===== src/design/fp_defs.svh =====
// Constants for the front panel interface: decoded addresses, widths, reset values.
// Assumes a byte-wide instrument bus with a 21-bit address and a 20 MHz system clock.
// Operation
// Any host access at the knob clear address sets the four-bit knob counter to zero.
// A host read at the knob read address returns the knob counter on the data bus.
// The knob counter counts up on a clockwise step and down on a counterclockwise step.
// The default key is suppressed while the instrument is in remote-bus local lockout.
// Each bit of the LED register drives one front panel LED independently.
// The column strobe latch holds the byte the host wrote and drives the column lines.
// A pressed key makes its row sense line follow its column line; strobes last about 7 ms.
// While the system reset line is held asserted, all LED outputs are driven on.
// On a detector supply short the host flashes the LEDs at 1.5 Hz.
// In the cycle exercise the host enables each decoded select and writes the column latch.
// All data uses only the least significant byte lane, bits 0 to 7.
// A host write at the column strobe address loads the column strobe latch.
// At the shared address a read returns the row buffer and a write loads the LED register.
// The knob counter wraps 1111 to 0000 going up and 0000 to 1111 going down.
// Each decoded select is active only while the I/O strobe is active and its address matches.
`ifndef FP_DEFS_SVH
`define FP_DEFS_SVH

`define FP_ADDR_W        21
`define FP_ADDR_KNOB_CLR 21'h1ff9b6
`define FP_ADDR_KNOB_RD  21'h1ff9b8
`define FP_ADDR_COL      21'h1ff9ba
`define FP_ADDR_ROW_LED  21'h1ff9be
`define FP_KNOB_W        4
`define FP_KNOB_RST      4'h0
`define FP_COL_RST       8'hff
`define FP_LED_RST       8'h00
`define FP_ALL_ON        8'hff
`define FP_CLK_NS        50
`define FP_STROBE_MS     7

`endif


===== src/design/fp_pkg.sv =====
// Types shared by the front panel interface.
// Assumes fp_defs.svh is on the include path.
`include "fp_defs.svh"
package fp_pkg;
    typedef logic [7:0]                byte_t;
    typedef logic [`FP_ADDR_W-1:0]     addr_t;
    typedef logic [`FP_KNOB_W-1:0]     knob_t;
    typedef enum logic [1:0]
    {
        BUS_IDLE  = 2'b00,
        BUS_READ  = 2'b01,
        BUS_WRITE = 2'b10
    } bus_op_t;
endpackage


===== src/design/front_panel_interface.sv =====
// Front panel interface: address decode, knob counter, key column latch, row buffer, LEDs.
// Assumes the host drives address, direction and the I/O strobe from outside this clock.
`timescale 1ns/100ps
`include "fp_defs.svh"
module front_panel_interface
    import fp_pkg::*;
(
    // Clock and reset
    input  wire logic           clk_sys,
    input  wire logic           srst,
    // Host instrument bus
    input  wire fp_pkg::addr_t  bus_addr,
    input  wire logic           bus_read,
    input  wire logic           io_strobe_n,
    input  wire fp_pkg::byte_t  bus_data_in,
    output fp_pkg::byte_t       bus_data_out,
    output logic                bus_data_oe,
    // Decoded selects
    output logic                knob_count_clear_n,
    output logic                knob_count_read_n,
    output logic                key_column_write_n,
    output logic                key_row_read_n,
    output logic                lamp_write_n,
    // Rotary knob
    input  wire logic           rotary_knob_clk,
    input  wire logic           rotary_knob_up,
    // Keyboard
    output fp_pkg::byte_t       key_column,
    input  wire fp_pkg::byte_t  key_row,
    // Default key and lockout
    input  wire logic           default_key_n,
    input  wire logic           local_lockout,
    output logic                default_out_n,
    // System reset line and LEDs
    input  wire logic           sys_reset_n,
    output fp_pkg::byte_t       led
);
    import fp_pkg::*;

    logic  strobe_s;
    logic  rd_s;
    logic  knob_clk_s;
    logic  knob_up_s;
    logic  dkey_s;
    logic  lock_s;
    logic  sysrst_s;
    logic  knob_clk_d_r;
    logic  strobe_d_r;
    knob_t knob_r;
    byte_t led_r;
    byte_t row_s;
    bus_op_t op;
    logic  hit_clr;
    logic  hit_rd;
    logic  hit_col;
    logic  hit_rl;
    logic  stb_fall;

    // Address stays raw: host keeps it stable across the strobe, checked only with it
    pin_sync u_stb (.clk_sys(clk_sys), .srst(srst), .rst_val(1'b0),
                    .pin(~io_strobe_n), .level(strobe_s));
    pin_sync u_rd (.clk_sys(clk_sys), .srst(srst), .rst_val(1'b0),
                   .pin(bus_read), .level(rd_s));
    pin_sync u_kc (.clk_sys(clk_sys), .srst(srst), .rst_val(1'b0),
                   .pin(rotary_knob_clk), .level(knob_clk_s));
    pin_sync u_ku (.clk_sys(clk_sys), .srst(srst), .rst_val(1'b0),
                   .pin(rotary_knob_up), .level(knob_up_s));
    pin_sync u_dk (.clk_sys(clk_sys), .srst(srst), .rst_val(1'b0),
                   .pin(~default_key_n), .level(dkey_s));
    pin_sync u_lk (.clk_sys(clk_sys), .srst(srst), .rst_val(1'b0),
                   .pin(local_lockout), .level(lock_s));
    pin_sync u_sr (.clk_sys(clk_sys), .srst(srst), .rst_val(1'b0),
                   .pin(~sys_reset_n), .level(sysrst_s));

    // row sense pins, idle high
    genvar gi;
    generate
        for (gi = 0; gi < 8; gi++)
        begin : g_row
            pin_sync u_row (.clk_sys(clk_sys), .srst(srst), .rst_val(1'b1),
                            .pin(key_row[gi]), .level(row_s[gi]));
        end
    endgenerate

    always_comb
    begin
        hit_clr  = (bus_addr == `FP_ADDR_KNOB_CLR);
        hit_rd   = (bus_addr == `FP_ADDR_KNOB_RD);
        hit_col  = (bus_addr == `FP_ADDR_COL);
        hit_rl   = (bus_addr == `FP_ADDR_ROW_LED);
        stb_fall = strobe_s & ~strobe_d_r;
        if (!strobe_s)
            op = BUS_IDLE;
        else if (rd_s)
            op = BUS_READ;
        else
            op = BUS_WRITE;
    end

    always_ff @(posedge clk_sys)
    begin
        if (srst)
        begin
            strobe_d_r   <= 1'b0;
            knob_clk_d_r <= 1'b0;
        end
        else
        begin
            strobe_d_r   <= strobe_s;
            knob_clk_d_r <= knob_clk_s;
        end
    end

    // strobe-qualified selects
    always_ff @(posedge clk_sys)
    begin
        if (srst)
        begin
            knob_count_clear_n <= 1'b1;
            knob_count_read_n  <= 1'b1;
            key_column_write_n <= 1'b1;
            key_row_read_n     <= 1'b1;
            lamp_write_n       <= 1'b1;
        end
        else
        begin
            knob_count_clear_n <= ~(op != BUS_IDLE && hit_clr);
            knob_count_read_n  <= ~(op == BUS_READ && hit_rd);
            key_column_write_n <= ~(op == BUS_WRITE && hit_col);
            key_row_read_n     <= ~(op == BUS_READ && hit_rl);
            lamp_write_n       <= ~(op == BUS_WRITE && hit_rl);
        end
    end

    // knob count with natural wrap; clear wins over a step
    always_ff @(posedge clk_sys)
    begin
        if (srst)
            knob_r <= `FP_KNOB_RST;
        else if (op != BUS_IDLE && hit_clr)
            knob_r <= `FP_KNOB_RST;
        else if (knob_clk_s && !knob_clk_d_r)
            knob_r <= knob_up_s ? knob_r + 4'h1 : knob_r - 4'h1;
    end

    // read data on the low byte lane only
    always_ff @(posedge clk_sys)
    begin
        if (srst)
        begin
            bus_data_out <= 8'h00;
            bus_data_oe  <= 1'b0;
        end
        else
        begin
            bus_data_oe <= (op == BUS_READ) && (hit_rd || hit_rl);
            if (op == BUS_READ && hit_rd)
                bus_data_out <= {4'h0, knob_r};
            else if (op == BUS_READ && hit_rl)
                bus_data_out <= row_s;
            else
                bus_data_out <= 8'h00;
        end
    end

    // column latch loads once per strobe
    always_ff @(posedge clk_sys)
    begin
        if (srst)
            key_column <= `FP_COL_RST;
        else if (stb_fall && !rd_s && hit_col)
            key_column <= bus_data_in;
    end

    // LED register, one bit per lamp
    always_ff @(posedge clk_sys)
    begin
        if (srst)
            led_r <= `FP_LED_RST;
        else if (stb_fall && !rd_s && hit_rl)
            led_r <= bus_data_in;
    end

    // system reset forces every lamp on
    always_ff @(posedge clk_sys)
    begin
        if (srst)
            led <= `FP_LED_RST;
        else
            led <= sysrst_s ? `FP_ALL_ON : led_r;
    end

    // default key blocked under local lockout
    always_ff @(posedge clk_sys)
    begin
        if (srst)
            default_out_n <= 1'b1;
        else
            default_out_n <= ~(dkey_s && !lock_s);
    end

    // select only with strobe and address
    sel_strobe_a: assert property (@(posedge clk_sys) disable iff (srst)
        !lamp_write_n |-> $past(strobe_s) && !$past(rd_s) && $past(bus_addr) == `FP_ADDR_ROW_LED)
        else $error("lamp select without strobe or address");
    // clear access zeroes count
    knob_clear_a: assert property (@(posedge clk_sys) disable iff (srst)
        !knob_count_clear_n |-> knob_r == 4'h0)
        else $error("knob count not zero after clear");
    // count up on clockwise step
    knob_up_a: assert property (@(posedge clk_sys) disable iff (srst)
        (knob_clk_s && !knob_clk_d_r && knob_up_s && !(strobe_s && hit_clr))
        |=> knob_r == $past(knob_r) + 4'h1)
        else $error("knob count did not step up");
    // count down on counterclockwise step
    knob_down_a: assert property (@(posedge clk_sys) disable iff (srst)
        (knob_clk_s && !knob_clk_d_r && !knob_up_s && !(strobe_s && hit_clr))
        |=> knob_r == $past(knob_r) - 4'h1)
        else $error("knob count did not step down");
    // read returns count
    knob_read_a: assert property (@(posedge clk_sys) disable iff (srst)
        (op == BUS_READ && hit_rd) |=> bus_data_oe && bus_data_out == {4'h0, $past(knob_r)})
        else $error("knob read data wrong");
    // reset line lights lamps
    lamp_reset_a: assert property (@(posedge clk_sys) disable iff (srst)
        sysrst_s |=> led == 8'hff)
        else $error("lamps not all on under reset line");
    // lockout suppresses default key
    key_lockout_a: assert property (@(posedge clk_sys) disable iff (srst)
        lock_s |=> default_out_n)
        else $error("default key passed under lockout");
    // column write loads latch
    col_load_a: assert property (@(posedge clk_sys) disable iff (srst)
        (stb_fall && !rd_s && hit_col) |=> key_column == $past(bus_data_in))
        else $error("column latch not loaded");
    // row read returns row buffer
    row_read_a: assert property (@(posedge clk_sys) disable iff (srst)
        (op == BUS_READ && hit_rl) |=> bus_data_out == $past(row_s))
        else $error("row read data wrong");
endmodule


===== src/design/pin_sync.sv =====
// Three-stage pin synchroniser with agreement filter.
// Assumes an asynchronous pin input and one system clock.
`timescale 1ns/100ps
module pin_sync
(
    // Clock and reset
    input  wire logic clk_sys,
    input  wire logic srst,
    input  wire logic rst_val,
    // Pin and filtered level
    input  wire logic pin,
    output logic      level
);
    logic s1_r;
    logic s2_r;
    logic s3_r;

    // Reset value is a port so each pin idles at its own inactive level
    always_ff @(posedge clk_sys)
    begin
        if (srst)
        begin
            s1_r <= rst_val;
            s2_r <= rst_val;
            s3_r <= rst_val;
        end
        else
        begin
            s1_r <= pin;
            s2_r <= s1_r;
            s3_r <= s2_r;
        end
    end

    // A change counts only when stages two and three agree
    always_ff @(posedge clk_sys)
    begin
        if (srst)
            level <= rst_val;
        else if (s2_r == s3_r)
            level <= s2_r;
    end
endmodule


===== config.mk =====
export PLATFORM = sky130hd
export DESIGN_NAME = front_panel_interface
export DESIGN_NICKNAME = d
export VERILOG_FILES = /design/src/design/fp_pkg.sv /design/src/design/front_panel_interface.sv /design/src/design/pin_sync.sv
export VERILOG_INCLUDE_DIRS = /design/src /design/src/design
export SDC_FILE = /design/constraint.sdc
export NUM_CORES = 1
export LEC_CHECK = 0
export BUFFER_PORTS_ARGS = -buffer_cell sky130_fd_sc_hd__buf_2
export CORE_UTILIZATION = 45
export CTS_CLUSTER_DIAMETER = 200
export CTS_CLUSTER_SIZE = 20
export DETAILED_ROUTE_END_ITERATION = 8
export PLACE_DENSITY = 0.71
export SETUP_SLACK_MARGIN = 0.1
export SLEW_MARGIN = 0
export SYNTH_ARGS = -nofsm -noshare
export SYNTH_HDL_FRONTEND = slang
export SYNTH_SLANG_ARGS = --single-unit

===== constraint.sdc =====
create_clock -name clk_sys -period 2.12 [get_ports clk_sys]
set_input_delay 0.212 -clock clk_sys [delete_from_list [all_inputs] [get_ports clk_sys]]
set_output_delay 0.212 -clock clk_sys [all_outputs]
set_load 0.05 [all_outputs]

==> impl_metrics.env <==
export IMPL_hold_viol=0
export IMPL_slew_headroom_pct=45.11
export IMPL_core_sq_mm=0.007687
export IMPL_grt_max_degree=56
export IMPL_root_buffer="clkbuf_8"
export IMPL_ys_async_sr_fraction_pct=0
export IMPL_antenna_found_initial=0
export IMPL_worstSetupStartpoint="u_ku.level"
export IMPL_setup_violations_final=0
export IMPL_critPathMaxFanout=7
export IMPL_mostFrequentLayoutCells="dfxtp_1 (104), buf_2 (76), nor2_1 (35)"
export IMPL_syn_area_sq_mm=0.003568
export IMPL_crit_arrival_ns=2.15
export IMPL_worst_endpoint_required_ns=2.36
export IMPL_total_power_mw=3.367
export IMPL_cts_made_buffers=9
export IMPL_die_width_microns=91.05
export IMPL_synth_seq_cells=105
export IMPL_drc=0
export IMPL_clkSlewWorstSetupHoldPaths_ns=0.09
export IMPL_avgViaCountPerCell=5.055
export IMPL_wl_microns=6532
export IMPL_seq_area_frac_synth_pct=58.91
export IMPL_dieArea_sq_mm=0.008290
export IMPL_synthFlopType="dfxtp_1"
export IMPL_port_buffers=76
export IMPL_area_growth_pct=19.81
export IMPL_hpwl_microns=4483
export IMPL_synth_edf_count=0
export IMPL_cts_tree="yes"
export IMPL_wl_per_cell_microns=12.28
export IMPL_netlist_area_leader_share_pct=58.91
export IMPL_power_leakage_nw=1.695
export IMPL_firstDrtPassIters=6
export IMPL_track_usage_pct=16.61
export IMPL_grt_pass1_wl_microns=10900
export IMPL_fin_skew_ns=0.01000
export IMPL_drt_iter0_markers=99
export IMPL_layout_commonest_cell="dfxtp_1"
export IMPL_crit_type="flop to flop"
export IMPL_nNetsFinal=474
export IMPL_endpoint_kind="flop"
export IMPL_outcome="finished clean"
export IMPL_htree_num_levels=3
export IMPL_grt_overflow_total=0
export IMPL_synth_warnings=0
export IMPL_clock_sinks=105
export IMPL_reg2reg_to="knob_r[3]"
export IMPL_fmax_mhz=524.6
export IMPL_num_rows=32
export IMPL_worstHoldStart="key_row[7]"
export IMPL_die_h_microns=91.05
export IMPL_n_antenna_cell=0
export IMPL_drv_cap=0
export IMPL_place_gp_congestion=0.8189
export IMPL_peakVddDrop_uv=382.8
export IMPL_hold_path_end="g_row[7].u_row.s1_r"
export IMPL_insertion_delay_ns=0.36
export IMPL_rrSetupSlack_ns=0.21
export IMPL_power_density_mw_per_mm2=787.5
export IMPL_syn_inst=349
export IMPL_drtAntennaViolNets=0
export IMPL_yosysUniqueCellTypes=46
export IMPL_reg2reg_from="u_ku.level"
export IMPL_crit_chain="inv_1 -> ha_1 -> or4b_2 -> o211ai_1 -> a311o_1 -> a21oi_1"
export IMPL_r2r_cells=6
export IMPL_hold_path_class="input port to flop"
export IMPL_critPathSlowestCell="or4b_2"
export IMPL_synth_area_leaders="dfxtp_1 (59%), or2_2 (4.6%), nor2_1 (3.7%)"
export IMPL_holdPathStages=2
export IMPL_finalMaxSlewViolations=0
export IMPL_period_share_pct=89.92
export IMPL_cp_start_kind="flop"
export IMPL_yosysTopAreaCell="dfxtp_1"
export IMPL_tightestPinTransition_ns=0.8199
export IMPL_grt_setup_unrepaired="false"
export IMPL_cts_setup_buffers=0
export IMPL_postSynthAreaPerCell_sq_um=10.22
export IMPL_num_vias=2689
export IMPL_drive_above_1_share_pct=30.47
export IMPL_final_setup_tns_ns=0
export IMPL_cts_buffer_depth=2
export IMPL_synth_nets=398
export IMPL_start_util_pct=46.42
export IMPL_min_period_ns=1.906
export IMPL_first_global_vias=2410
export IMPL_cpPeakStageDelay_ns=0.64
export IMPL_num_io_pins=77
==> critical path, delay by kind of cell (launching register included) <==
kind	cells	cell delay [ns]
and+or+nand+nor	1	0.64
buffers and inverters	1	0.07
DFF	1	0.38
AOI/OAI and AO/OA	3	0.38
adders and majority gates	1	0.33
==> cells in the mapped netlist, types with 3 or more instances <==
cell type and number:
nor4_1 6, and4_1 4, or2_2 26, dfxtp_1 105
clkbuf_1 13, nor2b_1 21, o21ai_1 11, a31oi_1 8
buf_2 3, and3_1 5, a22o_1 4, nand4_1 9
nor2_1 35, a21oi_1 25, inv_1 4, nand3_1 5
buf_1 3, o21ai_0 20, nand2_1 9
==> state kept, by name, indices dropped and copies added, names as in the netlist, 4 cells and up <==
| name | flops |
|---|---|
| g_row.u_row.level | 8 |
| knob_r | 4 |
| g_row.u_row.s2_r | 8 |
| led | 8 |
| key_column | 8 |
| g_row.u_row.s3_r | 8 |
| g_row.u_row.s1_r | 8 |
| led_r | 8 |
| bus_data_out | 8 |
==> where the power goes <==
group          internal [mW]  switching, mW  total, mW
Combinational         0.0681         0.0631      0.131
Clock                  0.582          0.636       1.22
Sequential              2.01         0.0112       2.02
Total                   2.66          0.710       3.37
==> logic make-up (layout without fill, tap and decap cells) <==
group           after synthesis  after routing  synth area share, %
buf+inv                      24            105                2.840
flops                       105            105                58.91
simple gates                139            139                24.26
fa+ha+maj                     3              3                1.262
xor+xnor                      2              2               0.4910
mux                           2              2               0.5610
compound gates               74             74                11.68
==> layout make-up <==
class	instances	area (sq um)
Inverter	4	15.01
Clock inverter	4	51.30
Tap cell	102	127.6
Fill cell	699	3412
Multi-Input combinational cell	220	1365
Timing Repair Buffer	85	467.9
Sequential cell	105	2103
Clock buffer	12	145.1
==> per-layer routing <==
metal | global-route usage (%) | routed length, microns | vias up
met2 | 27.46 | 3072 | 88
met5 | 0 | 0 | -
li1 | - | - | 1359
met4 | 8.069 | 142 | 0
met3 | 4.355 | 408 | 14
met1 | 20.03 | 2908 | 1228
==> stage by stage <==
step                      std cells  worst slack (ns)  util (%)  hold slack (ns)  area [sq um]
final                           532            0.2138     55.62          0.02762          4275
after global routing            532            0.1015     55.62          0.01561          4275
after CTS                       532            0.1343     55.60          0.01444          4274
after global placement          513            0.2292     52.65           0.3691          4048
after detailed placement        513            0.1462     52.65           0.3704          4048
after floorplan                 349            0.2037         -           0.2844          3568
==> how the worst max path moves through the flow <==
stage,endpoint,slack (ns)
6_report,knob_r[3],0.21
5_1_grt,key_column[4],0.10
4_1_cts,knob_r[3],0.13
3_5_place_dp,knob_r[3],0.15
3_3_place_gp,knob_r[3],0.23
2_1_floorplan,knob_r[3],0.20
==> repair_timing <==
action | CTS | global route
hold buffers | 3 | 0
endpoints found under the hold margin | 3 | 0
gates resized for setup | 0 | 1
endpoints found under the setup margin | 0 | 1
Power figures use the tool's default switching activity.
